`src/include/rtcw_cfg.svh`:
```
// Function
// - time base from external 32.768 kHz crystal
// - prescaler divides crystal to one-second tick
// - cascaded seconds, minutes, hours, day counters
// - periodic flags on second/minute/hour/day rollover
// - enabled alarm flags when time equals alarm
// - alarm one time-of-day, alarm two day+time
// - stopwatch decrements once per second tick
// - enabled stopwatch underflow raises stopwatch flag
// - counting continues during processor low power
// - enabled events request wakeup from sleep
// - events also wake deep sleep, regulator
// - wakeup only when its mask bit set
`ifndef RTCW_CFG_SVH
`define RTCW_CFG_SVH

// timing
`define RTCW_XTAL_HZ    32768
`define RTCW_TICK_HZ    1
`define RTCW_HCLK_HZ    20000000

// register byte offsets (low address bits only)
`define RTCW_OFF_TIME   8'h00
`define RTCW_OFF_CTRL   8'h04
`define RTCW_OFF_STAT   8'h08
`define RTCW_OFF_ALM1   8'h0C
`define RTCW_OFF_ALM2   8'h10
`define RTCW_OFF_SWAT   8'h14
`define RTCW_OFF_WAKE   8'h18

// time word field positions
`define RTCW_SEC_LSB    0
`define RTCW_MIN_LSB    6
`define RTCW_HOUR_LSB   12
`define RTCW_DAY_LSB    17

// last value before each counter wraps
`define RTCW_SEC_LAST   6'h3B
`define RTCW_MIN_LAST   6'h3B
`define RTCW_HOUR_LAST  5'h17
`define RTCW_DAY_LAST   15'h7FFF

// flag and enable bit positions
`define RTCW_F_SEC      0
`define RTCW_F_MIN      1
`define RTCW_F_HOUR     2
`define RTCW_F_DAY      3
`define RTCW_F_ALM1     4
`define RTCW_F_ALM2     5
`define RTCW_F_SWAT     6

// wake mask bit positions
`define RTCW_W_SLEEP    0
`define RTCW_W_DEEP     1
`define RTCW_W_VREG     2

// reset values
`define RTCW_CTRL_RST   7'h00
`define RTCW_STAT_RST   7'h00
`define RTCW_WAKE_RST   3'h0

`endif

```
`src/include/rtcw_pkg.sv`:
```
`default_nettype none
package rtcw_pkg;
  typedef logic [5:0]  rtcw_sec_type;
  typedef logic [5:0]  rtcw_min_type;
  typedef logic [4:0]  rtcw_hour_type;
  typedef logic [14:0] rtcw_day_type;
  typedef logic [6:0]  rtcw_flag_type;
  typedef logic [2:0]  rtcw_wake_type;
  typedef enum logic [1:0] {
    RTCW_IDLE = 2'b00,
    RTCW_BUSY = 2'b01,
    RTCW_NSEQ = 2'b10,
    RTCW_SEQ  = 2'b11
  } rtcw_htrans_type;
endpackage
`default_nettype wire

```
`src/hdl/rtcw_prescaler.sv`:
```
`timescale 1ns/1ps
`default_nettype none
`include "rtcw_cfg.svh"

module rtcw_prescaler
  import rtcw_pkg::*;
#(
  parameter int PRESCALE = `RTCW_XTAL_HZ / `RTCW_TICK_HZ
) (
  // clock and reset
  input  wire logic hclk,
  input  wire logic hresetn,
  // crystal pin and restart
  input  wire logic rtc_xtal,
  input  wire logic restart,
  // one-second pulse
  output logic      tick
);

  localparam int CW = $clog2(PRESCALE);

  // the crystal must be sampled well above twice its rate
  if (PRESCALE < 2 || `RTCW_HCLK_HZ < 4 * `RTCW_XTAL_HZ) begin : g_bad
    $error("rtcw_prescaler: unusable prescale or clock ratio");
  end

  logic          xtal_s1;  // first sync stage, read by s2 only
  logic          xtal_s2;  // second sync stage
  logic          xtal_d;   // previous synced level
  logic [CW-1:0] count;    // crystal edges in this second
  wire           xtal_rise = xtal_s2 & ~xtal_d;
  wire           last = (count == CW'(PRESCALE - 1));

  // crystal is asynchronous to hclk, two flops first
  always_ff @(posedge hclk or negedge hresetn) begin
    if (!hresetn) begin
      xtal_s1 <= 1'b0;
      xtal_s2 <= 1'b0;
      xtal_d  <= 1'b0;
    end else begin
      xtal_s1 <= rtc_xtal;
      xtal_s2 <= xtal_s1;
      xtal_d  <= xtal_s2;
    end
  end

  // divide crystal edges down to one tick per second
  always_ff @(posedge hclk or negedge hresetn) begin
    if (!hresetn) begin
      count <= '0;
      tick  <= 1'b0;
    end else if (restart) begin
      // time reload starts a fresh full second
      count <= '0;
      tick  <= 1'b0;
    end else begin
      tick <= xtal_rise & last;
      if (xtal_rise) begin
        count <= last ? '0 : count + CW'(1);
      end
    end
  end

  property p_tick_edge;
    @(posedge hclk) disable iff (!hresetn)
    tick |-> $past(xtal_rise);
  endproperty
  a_tick_edge: assert property (p_tick_edge)
    else $error("tick without crystal edge");

  property p_tick_single;
    @(posedge hclk) disable iff (!hresetn)
    tick |=> !tick [*2];
  endproperty
  a_tick_single: assert property (p_tick_single)
    else $error("tick longer than one cycle");

endmodule
`default_nettype wire

```
`src/hdl/rtcw_top.sv`:
```
`timescale 1ns/1ps
`default_nettype none
`include "rtcw_cfg.svh"

module rtcw_top
  import rtcw_pkg::*;
#(
  parameter int PRESCALE = `RTCW_XTAL_HZ / `RTCW_TICK_HZ, // edges/second
  parameter int SW_W     = 16                             // stopwatch bits
) (
  // clock and reset
  input  wire logic        hclk,
  input  wire logic        hresetn,
  // ahb-lite slave
  input  wire logic        hsel,
  input  wire logic [31:0] haddr,
  input  wire logic [1:0]  htrans,
  input  wire logic        hwrite,
  input  wire logic [2:0]  hsize,
  input  wire logic        hready,
  input  wire logic [31:0] hwdata,
  output logic             hreadyout,
  output logic             hresp,
  output logic [31:0]      hrdata,
  // crystal pin
  input  wire logic        rtc_xtal,
  // event outputs
  output logic             rtc_irq,
  output logic             wake_sleep,
  output logic             wake_deep_sleep,
  output logic             wake_regulator
);

  // stopwatch must fit the 32-bit register word
  if (SW_W < 1 || SW_W > 32) begin : g_bad
    $error("rtcw_top: SW_W must be 1..32");
  end

  // timekeeping state
  rtcw_sec_type  sec;        // seconds 0..59
  rtcw_min_type  min;        // minutes 0..59
  rtcw_hour_type hour;       // hours 0..23
  rtcw_day_type  day;        // day count, 15 bits
  // software state
  rtcw_flag_type ctrl;       // per-source enables
  rtcw_flag_type stat;       // sticky flags
  logic [16:0]   alm1;       // time-of-day alarm
  logic [31:0]   alm2;       // day plus time alarm
  logic [SW_W-1:0] swatch;   // stopwatch count
  rtcw_wake_type wake_mask;  // wakeup_enable_mask
  // bus data phase
  logic          dp_wr;      // write data phase pending
  logic [7:0]    dp_addr;    // latched offset
  logic          tick;       // one-second pulse

  // bus decode
  wire       addr_ok = hsel & htrans[1] & hready;
  wire [7:0] rd_off  = haddr[7:0];
  wire       wr_time = dp_wr & (dp_addr == `RTCW_OFF_TIME);
  wire       wr_ctrl = dp_wr & (dp_addr == `RTCW_OFF_CTRL);
  wire       wr_stat = dp_wr & (dp_addr == `RTCW_OFF_STAT);
  wire       wr_alm1 = dp_wr & (dp_addr == `RTCW_OFF_ALM1);
  wire       wr_alm2 = dp_wr & (dp_addr == `RTCW_OFF_ALM2);
  wire       wr_swat = dp_wr & (dp_addr == `RTCW_OFF_SWAT);
  wire       wr_wake = dp_wr & (dp_addr == `RTCW_OFF_WAKE);

  // prescaler, counts crystal edges sampled on hclk
  // a time load restarts it, so the first second is a whole one
  rtcw_prescaler #(
    .PRESCALE (PRESCALE)
  ) u_presc (
    .hclk     (hclk),
    .hresetn  (hresetn),
    .rtc_xtal (rtc_xtal),
    .restart  (wr_time),
    .tick     (tick)
  );

  // carry chain, each stage rolls only when all below roll
  wire sec_wrap  = (sec == `RTCW_SEC_LAST);
  wire min_last  = (min == `RTCW_MIN_LAST);
  wire hour_last = (hour == `RTCW_HOUR_LAST);
  wire min_wrap  = sec_wrap & min_last;
  wire hour_wrap = min_wrap & hour_last;

  // next time values at the coming tick
  wire rtcw_sec_type  next_sec  =
    sec_wrap ? 6'h00 : sec + 6'h01;
  wire rtcw_min_type  next_min  =
    !sec_wrap ? min : (min_last ? 6'h00 : min + 6'h01);
  wire rtcw_hour_type next_hour =
    !min_wrap ? hour : (hour_last ? 5'h00 : hour + 5'h01);
  // day rolls from all ones to zero by plain overflow
  wire rtcw_day_type  next_day  =
    hour_wrap ? day + 15'h0001 : day;
  wire [16:0] next_tod  = {next_hour, next_min, next_sec};
  wire [31:0] next_full = {next_day, next_tod};
  wire [31:0] time_word = {day, hour, min, sec};

  // alarm compare against the value the tick will load
  wire alm1_hit = tick & ctrl[`RTCW_F_ALM1] &
                  (next_tod == alm1);
  wire alm2_hit = tick & ctrl[`RTCW_F_ALM2] &
                  (next_full == alm2);

  // stopwatch counts only while enabled
  wire sw_dec   = tick & ctrl[`RTCW_F_SWAT];
  wire sw_under = sw_dec & (swatch == '0);

  // event vector, one bit per flag
  wire rtcw_flag_type evt = {
    sw_under,
    alm2_hit,
    alm1_hit,
    tick & hour_wrap,
    tick & min_wrap,
    tick & sec_wrap,
    tick
  };

  // write-one-to-clear; a new event wins over the clear
  wire rtcw_flag_type clr_mask  = wr_stat ? hwdata[6:0] : 7'h00;
  wire rtcw_flag_type next_stat = (stat & ~clr_mask) | evt;
  wire                irq_any   = |(stat & ctrl);

  // read selection, unmapped offsets read zero
  wire [31:0] rd_data =
    (rd_off == `RTCW_OFF_TIME) ? time_word :
    (rd_off == `RTCW_OFF_CTRL) ? {25'h0000000, ctrl} :
    (rd_off == `RTCW_OFF_STAT) ? {25'h0000000, stat} :
    (rd_off == `RTCW_OFF_ALM1) ? {15'h0000, alm1} :
    (rd_off == `RTCW_OFF_ALM2) ? alm2 :
    (rd_off == `RTCW_OFF_SWAT) ? 32'(swatch) :
    (rd_off == `RTCW_OFF_WAKE) ? {29'h00000000, wake_mask} :
    32'h00000000;

  // zero wait state, always okay
  assign hreadyout = 1'b1;
  assign hresp     = 1'b0;

  // address phase capture; read data sampled here
  always_ff @(posedge hclk or negedge hresetn) begin
    if (!hresetn) begin
      dp_wr   <= 1'b0;
      dp_addr <= 8'h00;
      hrdata  <= 32'h00000000;
    end else begin
      dp_wr <= addr_ok & hwrite;
      if (addr_ok) begin
        dp_addr <= haddr[7:0];
      end
      if (addr_ok & !hwrite) begin
        hrdata <= rd_data;
      end
    end
  end

  // time counters; a software load wins over a tick
  // no low-power input exists, so sleep never stops them
  always_ff @(posedge hclk or negedge hresetn) begin
    if (!hresetn) begin
      sec  <= 6'h00;
      min  <= 6'h00;
      hour <= 5'h00;
      day  <= 15'h0000;
    end else if (wr_time) begin
      sec  <= hwdata[`RTCW_SEC_LSB +: 6];
      min  <= hwdata[`RTCW_MIN_LSB +: 6];
      hour <= hwdata[`RTCW_HOUR_LSB +: 5];
      day  <= hwdata[`RTCW_DAY_LSB +: 15];
    end else if (tick) begin
      sec  <= next_sec;
      min  <= next_min;
      hour <= next_hour;
      day  <= next_day;
    end
  end

  // control, alarm and wake registers
  always_ff @(posedge hclk or negedge hresetn) begin
    if (!hresetn) begin
      ctrl      <= `RTCW_CTRL_RST;
      alm1      <= 17'h00000;
      alm2      <= 32'h00000000;
      wake_mask <= `RTCW_WAKE_RST;
    end else begin
      if (wr_ctrl) begin
        ctrl <= hwdata[6:0];
      end
      if (wr_alm1) begin
        alm1 <= hwdata[16:0];
      end
      if (wr_alm2) begin
        alm2 <= hwdata;
      end
      if (wr_wake) begin
        wake_mask <= hwdata[2:0];
      end
    end
  end

  // sticky status
  always_ff @(posedge hclk or negedge hresetn) begin
    if (!hresetn) begin
      stat <= `RTCW_STAT_RST;
    end else begin
      stat <= next_stat;
    end
  end

  // stopwatch; underflow wraps to all ones and keeps going
  always_ff @(posedge hclk or negedge hresetn) begin
    if (!hresetn) begin
      swatch <= '0;
    end else if (wr_swat) begin
      swatch <= hwdata[SW_W-1:0];
    end else if (sw_dec) begin
      swatch <= swatch - SW_W'(1);
    end
  end

  // interrupt and wake requests, one cycle behind the flags
  always_ff @(posedge hclk or negedge hresetn) begin
    if (!hresetn) begin
      rtc_irq         <= 1'b0;
      wake_sleep      <= 1'b0;
      wake_deep_sleep <= 1'b0;
      wake_regulator  <= 1'b0;
    end else begin
      rtc_irq         <= irq_any;
      wake_sleep      <= irq_any & wake_mask[`RTCW_W_SLEEP];
      wake_deep_sleep <= irq_any & wake_mask[`RTCW_W_DEEP];
      wake_regulator  <= irq_any & wake_mask[`RTCW_W_VREG];
    end
  end

  // checks
  property p_sec_wrap;
    @(posedge hclk) disable iff (!hresetn)
    tick && sec_wrap && !wr_time |=> sec == 6'h00;
  endproperty
  a_sec_wrap: assert property (p_sec_wrap)
    else $error("seconds did not wrap");

  property p_min_carry;
    @(posedge hclk) disable iff (!hresetn)
    tick && sec_wrap && !min_last && !wr_time
      |=> min == $past(min) + 6'h01;
  endproperty
  a_min_carry: assert property (p_min_carry)
    else $error("minute carry missing");

  property p_sec_hold;
    @(posedge hclk) disable iff (!hresetn)
    !tick && !wr_time |=> $stable(sec) && $stable(day);
  endproperty
  a_sec_hold: assert property (p_sec_hold)
    else $error("time moved without tick");

  property p_day_wrap;
    @(posedge hclk) disable iff (!hresetn)
    tick && hour_wrap && day == `RTCW_DAY_LAST && !wr_time
      |=> day == 15'h0000 && hour == 5'h00;
  endproperty
  a_day_wrap: assert property (p_day_wrap)
    else $error("day did not wrap");

  property p_min_flag;
    @(posedge hclk) disable iff (!hresetn)
    tick && sec_wrap |=> stat[`RTCW_F_MIN] && stat[`RTCW_F_SEC];
  endproperty
  a_min_flag: assert property (p_min_flag)
    else $error("minute flag not set");

  property p_sticky;
    @(posedge hclk) disable iff (!hresetn)
    !wr_stat |=> &(stat | ~$past(stat));
  endproperty
  a_sticky: assert property (p_sticky)
    else $error("flag dropped without clear");

  // a control write in the hit cycle may close the line again
  property p_alm1;
    @(posedge hclk) disable iff (!hresetn)
    tick && ctrl[`RTCW_F_ALM1] && next_tod == alm1 && !wr_ctrl
      |=> stat[`RTCW_F_ALM1] ##1 rtc_irq;
  endproperty
  a_alm1: assert property (p_alm1)
    else $error("alarm one missed");

  // a load of time or alarm in the hit cycle hides the match
  property p_alm2_cause;
    @(posedge hclk) disable iff (!hresetn)
    $rose(stat[`RTCW_F_ALM2]) && $past(!wr_time && !wr_alm2)
      |-> $past(tick && time_word != alm2)
      && time_word == alm2;
  endproperty
  a_alm2_cause: assert property (p_alm2_cause)
    else $error("alarm two without day and time match");

  property p_sw_dec;
    @(posedge hclk) disable iff (!hresetn)
    sw_dec && !wr_swat |=> swatch == $past(swatch) - SW_W'(1);
  endproperty
  a_sw_dec: assert property (p_sw_dec)
    else $error("stopwatch did not count down");

  property p_sw_under;
    @(posedge hclk) disable iff (!hresetn)
    sw_under && !wr_swat |=> stat[`RTCW_F_SWAT] && swatch == '1;
  endproperty
  a_sw_under: assert property (p_sw_under)
    else $error("stopwatch underflow missed");

  property p_wake_mask;
    @(posedge hclk) disable iff (!hresetn)
    !wake_mask[`RTCW_W_SLEEP] && !wr_wake |=> ##1 !wake_sleep;
  endproperty
  a_wake_mask: assert property (p_wake_mask)
    else $error("wake without mask bit");

  property p_wake_deep;
    @(posedge hclk) disable iff (!hresetn)
    wake_deep_sleep |-> rtc_irq && $past(wake_mask[`RTCW_W_DEEP]);
  endproperty
  a_wake_deep: assert property (p_wake_deep)
    else $error("deep-sleep wake without event");

  // the line follows the enabled flags, one cycle late
  property p_irq_gate;
    @(posedge hclk) disable iff (!hresetn)
    rtc_irq == $past(|(stat & ctrl));
  endproperty
  a_irq_gate: assert property (p_irq_gate)
    else $error("interrupt line disagrees with flags");

  c_alm2: cover property (@(posedge hclk) disable iff (!hresetn)
    alm2_hit);
  c_sw_under: cover property (@(posedge hclk) disable iff (!hresetn)
    sw_under);
  c_day_roll: cover property (@(posedge hclk) disable iff (!hresetn)
    tick && hour_wrap);
  c_wake: cover property (@(posedge hclk) disable iff (!hresetn)
    wake_sleep && wake_regulator);

endmodule
`default_nettype wire

```
`config.mk`:
```
export PLATFORM = sky130hd
export DESIGN_NAME = rtcw_top
export DESIGN_NICKNAME = d
export VERILOG_FILES = /design/src/include/rtcw_pkg.sv /design/src/hdl/rtcw_prescaler.sv /design/src/hdl/rtcw_top.sv
export VERILOG_INCLUDE_DIRS = /design/src /design/src/include
export SDC_FILE = /design/constraint.sdc
export NUM_CORES = 1
export LEC_CHECK = 0
export ABC_CLOCK_PERIOD_IN_PS = 3400
export BUFFER_PORTS_ARGS = -buffer_cell sky130_fd_sc_hd__buf_2
export CAP_MARGIN = 0
export CORE_MARGIN = 2
export CORE_UTILIZATION = 52
export DETAILED_ROUTE_END_ITERATION = 8
export HOLD_SLACK_MARGIN = 0.12
export PLACE_DENSITY = 0.7
export SETUP_SLACK_MARGIN = 0.5
export SLEW_MARGIN = 25
export SYNTH_ARGS = -nofsm -noshare
export SYNTH_HDL_FRONTEND = slang
export SYNTH_SLANG_ARGS = --single-unit
```
`constraint.sdc`:
```
create_clock -name hclk -period 3.4 [get_ports hclk]
set_input_delay 0.51 -clock hclk [delete_from_list [all_inputs] [get_ports hclk]]
set_output_delay 0.51 -clock hclk [all_outputs]
set_load 0.1 [all_outputs]
```
# Yosys cells after proc, flatten, opt, wreduce, memory -nomap -nowiden
# Cells that the tools add are included.
# word_totals
reg_bits,178
latch_bits,0
ram_bits,0
rom_bits,0
in_bits,75
out_inout_bits,38
memories,0
# classes
n_addsub,6
n_mul,0
div_mod_pow,0
magnitude_cmp,0
n_eq_ne,18
n_shift,0
mux,28
bitwise,32
n_reduce_logical,8
# ops
op,count
$mux 32,5
$mux 15,6
$eq 8x5->1 const B,6
$mux 16,3
$mux 6,7
$eq 32x32->1,1
$eq 8x4->1 const B,4
$add 15x1->15 const B,2
$and 1x1->1,27
$mux 5,4
$eq 17x17->1,1
$eq 8x3->1 const B,2
$logic_not 16->1,1
$logic_not 8->1,2
$sub 16x1->16 const B,1
$eq 15x15->1 const B,1
$and 7x7->7,2
$add 6x1->6 const B,2
$eq 6x6->1 const B,2
$mux 7,1
$not 7->7,1
$or 7x7->7,1
$reduce_or 7->1,1
$reduce_bool 2->1,3
6 further kinds,6

# Depth between registers and ports, before layout
# Gate-level depths: netlist of the first run.
# logic_depth
ltp_word,8
depth_mapped,10
mapped_depth_nobuf,8

# By module
# A second synthesis of the first run with hierarchy kept.
# hier_totals
hier_cells,1012
hier_area_um2,9771.9
# by_module_without_submodules
module,instances,cells_per_inst,area_each_um2,seq_area_each_um2
rtcw_top,1,917,8809.7,3978.8
rtcw_prescaler,1,95,962.2,475.5

# Worst setup path before layout of the first run
# Ideal clock, no wire load.
# synth_timing
path_type,register to register
start,register sec[0]
end,register stat[5]
setup_time_ps,66
t_arrival_ps,2478
t_required_ps,3334
setup_slack_ps,856
path_stages_with_launch,9
n_path_buf,1
path_cell_list,dfrtp_1 -> ha_1 -> and3b_1 -> buf_4 -> nand4_4 -> or4_1 -> or4_1 -> a211oi_1 -> a31o_1
# synth_between
elab_chain_len,7
# synth_lines
element,line_no,text
from (decl),rtcw_top.sv:40,rtcw_sec_type sec;
from (signal assigned),rtcw_top.sv:167,sec <= hwdata[`RTCW_SEC_LSB +: 6];
from (signal assigned),rtcw_top.sv:172,sec <= next_sec;
branches (longest 4 deep; another with $add 6x1->6),n/a,
$eq 32x32->1 (*),rtcw_top.sv:104,(next_full == alm2);
$and 1x1->1 (*),rtcw_top.sv:103,wire alm2_hit = tick & ctrl[`RTCW_F_ALM2] &
$or 7x7->7 (*),rtcw_top.sv:123,wire rtcw_flag_type next_stat = (stat & ~clr_mask) | evt;
named net next_stat[5],rtcw_top.sv:123,
to (signal assigned),rtcw_top.sv:205,stat <= `RTCW_STAT_RST;
to (signal assigned),rtcw_top.sv:207,stat <= next_stat;
to (decl),rtcw_top.sv:46,rtcw_flag_type stat;
# Mark *: on every way through the listed nets, which the timed path passes.
# A chain may end at the register's enable or synchronous reset.

# Final worst setup path of the first run
# layout_timing
start,register sec[1]
end,register stat[5]
# The elaborated chain is that of the path after synthesis.

==> results of run 1 <==
-- worst max-delay path: stages, from the launching register on --
cell and delay, ps:
dfrtp_1 420, ha_2 270, and3b_1 250, buf_4 190
and3_1 210, mux2i_1 290, xor2_1 390, o2111ai_1 170
nor4_1 330, a31o_1 190
-- per-stage QoR --
step / instance area (sq um) / power, W / std cells / hold WS (ps) / util
after floorplan: 9760 / 0.00381 / 1022 / 214 / -
after global placement: 10400 / 0.00419 / 1298 / 337 / 0.561
after detailed placement: 10400 / 0.00421 / 1298 / 339 / 0.561
after CTS: 11000 / 0.00614 / 1334 / 169 / 0.594
after global routing: 11100 / 0.00641 / 1335 / 159 / 0.597
final: 11100 / 0.00616 / 1335 / 169 / 0.597
-- registers in the layout, indices dropped and copies added, names as in the netlist, 3 cells and up --
signal and flops:
alm1 17, alm2 32, ctrl 7, day 15
dp_addr 8, hour 5, hrdata 32, min 6
sec 6, stat 7, swatch 16, u_presc.count 15
wake_mask 3
-- cells in the final DEF, fill, tap and decap left out, drive strengths merged, types with 5 or more instances in the layout --
master  Yosys  final
a221oi     10     10
xnor2      53     53
ha          6      6
nand4      21     21
dfrtp     178    178
nand2     104    104
a21oi      58     58
and2        6      6
a22oi      20     20
or3         5      5
nor2      102    102
o21ai      59     59
nor4       19     19
and3       12     12
inv        15     16
nand2b      8      8
mux2i      19     19
a31oi      21     21
a211oi      5      5
and4        6      6
nor2b      11     11
buf        11    111
nor3       19     19
mux2       64     64
a222oi     12     12
clkbuf     54     25
or4         5      5
xor2       32     32
nand3      25     25
-- how the worst max path moves through the flow --
stage           start  slack [ps]       to
6_report       sec[1]         640  stat[5]
5_1_grt        sec[1]         450  stat[5]
4_1_cts        min[1]         520  stat[5]
3_5_place_dp   sec[0]         490  stat[5]
3_3_place_gp   sec[0]         500  stat[5]
2_1_floorplan  sec[0]         860  stat[5]
-- layout make-up --
| type | count | area (sq um) | area share |
|---|---|---|---|
| clock inverters | 7 | 72.6 | 0.00654 |
| inverters | 16 | 60.1 | 0.00541 |
| well taps | 234 | 293 | 0.0264 |
| flip-flops and latches | 178 | 4460 | 0.402 |
| clock buffers | 25 | 505 | 0.0456 |
| repair buffers | 112 | 657 | 0.0592 |
| multi-input cells | 763 | 5050 | 0.455 |
-- logic make-up (layout without fill, tap and decap cells) --
family	after synthesis	in the layout	synth area share
compound gates	224	224	0.148
xor+xnor	85	85	0.0763
fa+ha+maj	6	6	0.00769
buf+inv	81	160	0.0336
flops	178	178	0.456
mux	83	83	0.0933
other cells	2	2	0.000770
simple gates	363	363	0.184
-- metal layers --
metal  up-vias  routed length, um  track usage
met4         0                383       0.0663
li1       3835                  -            -
met3        36               1490       0.0476
met2       262              12000        0.428
met1      4026              11900        0.386
met5         -                  0            0
-- repair_timing --
| item | 4_1_cts | 5_1_grt |
|---|---|---|
| endpoints found under the hold margin | 60 | 0 |
| resized for setup | 0 | 14 |
| endpoints found under the setup margin | 1 | 4 |
| pin swaps | 1 | 2 |
| hold buffers | 1 | 0 |
| setup buffers | 3 | 1 |
-- power by group --
| group | switching [W] | internal [W] | leakage, nW | total, W |
|---|---|---|---|---|
| Clock | 0.000849 | 0.00111 | 0.280 | 0.00196 |
| Sequential | 0.000262 | 0.00234 | 2.11 | 0.00261 |
| Combinational | 0.00114 | 0.000451 | 2.17 | 0.00159 |
| Total | 0.00225 | 0.00390 | 4.56 | 0.00616 |
==> flow_summary.yaml, run 1 <==
run_status:
  status: "completed"
yosys:
  postSynthCellCount: 1022
  synth-edff-count: 0
  synth.most_common_cell: "dfrtp_1"
  yosys-top-cells-count: "dfrtp_1, nand2_1, nor2_1"
  synth_top_area_cell: "dfrtp_1"
  synthTopCellsByArea: "dfrtp_1, mux2_2, xnor2_1"
  synthFlopType: "dfrtp_1"
  synth-seq-area-share: 0.456
  synth_seq_cells: 178
  netlist-cell-type-count: 68
  yosysWarningCount: 0
  syn_nets: 1103
  netlist.area_leader.share: 0.456
  netlist_area_sq_um: 9760
  synthArstFlopShare: 1.00
  synth_area_per_cell_sq_um: 9.55
grt:
  grt_overflow_total: 0
  grt_pass1_wl_um: 42200
  grt_max_degree: 65
  grt_pass1_vias: 7898
  antenna_found_initial: 0
  grt_usage: 0.269
floorplan:
  dieWidth_um: 141
  ios: 113
  dieArea_sq_um: 19900
  initial_core_util: 0.525
  core_area_sq_um: 18600
  rows: 50
  fp.dieH_um: 141
final_layout:
  syn2layout_area_growth_pct: 13.7
  antenna_cells: 0
  layout-drive-gt1-share: 0.204
  n_fill_cell: 1611
  nets: 1169
clocking:
  clk_latency_ps: 450
  clk_pin_slew_ps: 70
  clk_root_buffer_cell: "clkbuf_16"
  htree_num_levels: 4
  clockBufferDepth: 2
  numCtsBuffers: 17
  cts_tree: "yes"
  clock-sinks: 178
worst_hold_path:
  hold_end: "u_presc.xtal_s1"
  hold_start: "rtc_xtal"
  holdCritPathClass: "input port to register"
  min_path_cells: 1
route:
  drt-initial-drc-count: 697
  wl_um: 25800
  vias: 8159
  vias_per_cell: 6.11
  first_pass_iters: 7
  remaining_drc_errors: 0
  avgRoutedWirePerCell_um: 19.3
  ant_nets: 0
power_and_ir_drop:
  p_leak_nw: 4.56
  power.density_nw_per_um2: 555
  vdd_drop_max_v: 0.000380
timing:
  setup_ws_ps: 638
  rsz0062_at_grt: "yes"
  fmax_ghz: 0.362
  fin_crit_sh: 0.812
  period_minus_slack_ps: 2760
  relSlewSlack: 0.390
  timing.setup.tns_ps: 0
  tightestPinTransition_ps: 915
  hold_viol_final: 0
  setup_violations: 0
  finClkSkew_ps: 8.74
  drv_slew: 0
worst_setup_path:
  worstRegToRegCells: 9
  r2r_setup_slack_ps: 640
  arrival_ps: 3150
  path_max_fanout: 7
  r2r-start: "sec[1]"
  cp-end-kind: "register"
  required_ps: 3790
  worst_setup_path_start_kind: "register"
  r2r_end: "stat[5]"
  worstSetupPathType: "register to register"
job:
  cap_viol_max_count: 0
placement:
  dp_hpwl_um: 18200
  routabilityCongestion: 0.946
  port_buffers: 82
  place_ws_ps: 488
Power figures use the tool's default switching activity.
==> run 2: changes to the inputs <==
--- a/config.mk
+++ b/config.mk
@@ -6,7 +6,7 @@
 export SDC_FILE = /design/constraint.sdc
 export NUM_CORES = 1
 export LEC_CHECK = 0
-export ABC_CLOCK_PERIOD_IN_PS = 3400
+export ABC_CLOCK_PERIOD_IN_PS = 2800
 export BUFFER_PORTS_ARGS = -buffer_cell sky130_fd_sc_hd__buf_2
 export CAP_MARGIN = 0
 export CORE_MARGIN = 2
==> constraint.sdc (replaced) <==
create_clock -name hclk -period 2.8 [get_ports hclk]
set_input_delay 0.42 -clock hclk [delete_from_list [all_inputs] [get_ports hclk]]
set_output_delay 0.42 -clock hclk [all_outputs]
set_load 0.1 [all_outputs]
==> run 2 against run 1 <==
Combinational power up 38%. Die area unchanged. Critical path type unchanged. Hold slack better by 33 ps. Clock-buffer cell count shrank 4. Clock skew increased by 6.1 ps. Routed wire length up 3.3%. Critical endpoint unchanged. Sequential power up 20%. Cell area rose by 5.1%. Setup slack lost 220 ps.
==> flow_summary.yaml, run 2 (synthesized netlist as in run 1, its figures left out) <==
placement:
  routabilityCongestion: 0.931
  dp_cells: 1313
  port_buffers: 82
  dp_hpwl_um: 18400
power_and_ir_drop:
  power.density_nw_per_um2: 661
  p_leak_nw: 4.81
  finalPower_w: 0.00771
  vdd_drop_max_v: 0.000447
clocking:
  clock-sinks: 178
  htree_num_levels: 4
  clk_root_buffer_cell: "clkbuf_16"
  cts_tree: "yes"
  clk_pin_slew_ps: 70
  clockBufferDepth: 2
  numCtsBuffers: 17
  clk_latency_ps: 440
run_status:
  status: "completed"
timing:
  tightestPinTransition_ps: 555
  period_minus_slack_ps: 2380
  setup_violations: 0
  drv_slew: 0
  rsz0062_at_grt: "yes"
  hold_viol_final: 0
  fin_crit_sh: 0.851
  relSlewSlack: 0.629
  finClkSkew_ps: 14.9
  timing.setup.tns_ps: 0
  fmax_ghz: 0.420
grt:
  grt_pass1_vias: 8038
  grt_pass1_wl_um: 43100
  grt_max_degree: 75
  grt_usage: 0.276
  antenna_found_initial: 0
  grt_overflow_total: 0
route:
  vias: 8356
  avgRoutedWirePerCell_um: 19.5
  ant_nets: 0
  wl_um: 26700
  remaining_drc_errors: 0
  vias_per_cell: 6.10
  drt-initial-drc-count: 783
  first_pass_iters: 6
floorplan:
  ios: 113
  initial_core_util: 0.525
  dieWidth_um: 141
  dieArea_sq_um: 19900
  core_area_sq_um: 18600
  fp.dieH_um: 141
  rows: 50
worst_setup_path:
  cp-end-kind: "register"
  worst_setup_path_start_kind: "register"
  path_max_fanout: 7
  required_ps: 3180
  arrival_ps: 2760
  worstSetupPathType: "register to register"
final_layout:
  final_cell_count_no_fill: 1369
  syn2layout_area_growth_pct: 19.4
  antenna_cells: 0
  nets: 1203
  layout-drive-gt1-share: 0.267
  mostFrequentLayoutCells: "dfrtp_1, nand2_1, nor2_1"
  final_common_cell: "dfrtp_1"
  reg_top3: "alm2 x32, hrdata x32, alm1 x17"
job:
  cap_viol_max_count: 0
worst_hold_path:
  holdCritPathClass: "input port to register"
## run 2: changes by cell type in the layout (fill, tap and decap cells not counted), moves of 3 or more
cell      delta
nand3_1      -3
or4_1        -3
buf_12       +5
clkbuf_1     -3
or4_4        +3
dfrtp_2      +5
nand3_2      +3
buf_4       +27
nor4_1       -4
a21oi_1      -3
dfrtp_1      -5
## run 2: metrics by stage
stage	hold WS [ps]	area (sq um)	util	setup WS, ps
finish	203	11700	0.627	417
global route	211	11700	0.627	273
CTS	192	11500	0.620	428
detailed placement	337	10600	0.572	163
global placement	334	10600	0.572	204
floorplan	124	9780	-	395
## run 2: report_power, final
group	switching [W]	internal [W]
clock network	0.00106	0.00133
logic	0.00151	0.000676
registers	0.000293	0.00285
## run 2: final timing paths
path                            slack [ps]            start              end  cells past startpoint
worst min register to register         360  u_presc.xtal_s1  u_presc.xtal_s2                      0
max in group asynchronous             1620          hresetn          hour[3]                      3
min in group asynchronous              440          hresetn        hrdata[2]                      2
worst min-delay path                   200       hwdata[26]           day[9]                      3
worst max-delay path                   420           day[2]          stat[5]                      6
worst max register to register         420           day[2]          stat[5]                      6
## run 2: worst max-delay path, cell delays in order (launching register included)
cell and delay, ps:
dfrtp_1 490, nand3_2 150, or2_4 280, or4_4 510, or4_4 490, a211oi_2 240, a31o_1 160
## run 2: area by class of cell
| type | instances | area [sq um] |
|---|---|---|
| Clock buffer | 21 | 480 |
| Inverter | 16 | 60.1 |
| Clock inverter | 11 | 101 |
| Sequential cell | 178 | 4460 |
| Fill cell | 1564 | 6920 |
| Multi-Input combinational cell | 763 | 5280 |
| Tap cell | 234 | 293 |
| Timing Repair Buffer | 146 | 981 |
## run 2: per-layer routing
metal,global-route usage,part of all wire,vias to the layer above
met5,0,0,-
met4,0.0868,0.024,0
met3,0.0523,0.055,46
met2,0.421,0.46,270
met1,0.400,0.47,4146
li1,-,-,3894
## run 2: timing repair
item,in CTS,in global routing
hold buffers,2,0
gates resized for setup,42,23
endpoints found under the setup margin,11,13
endpoints found under the hold margin,33,0
setup buffers,19,3
pin swaps,13,13
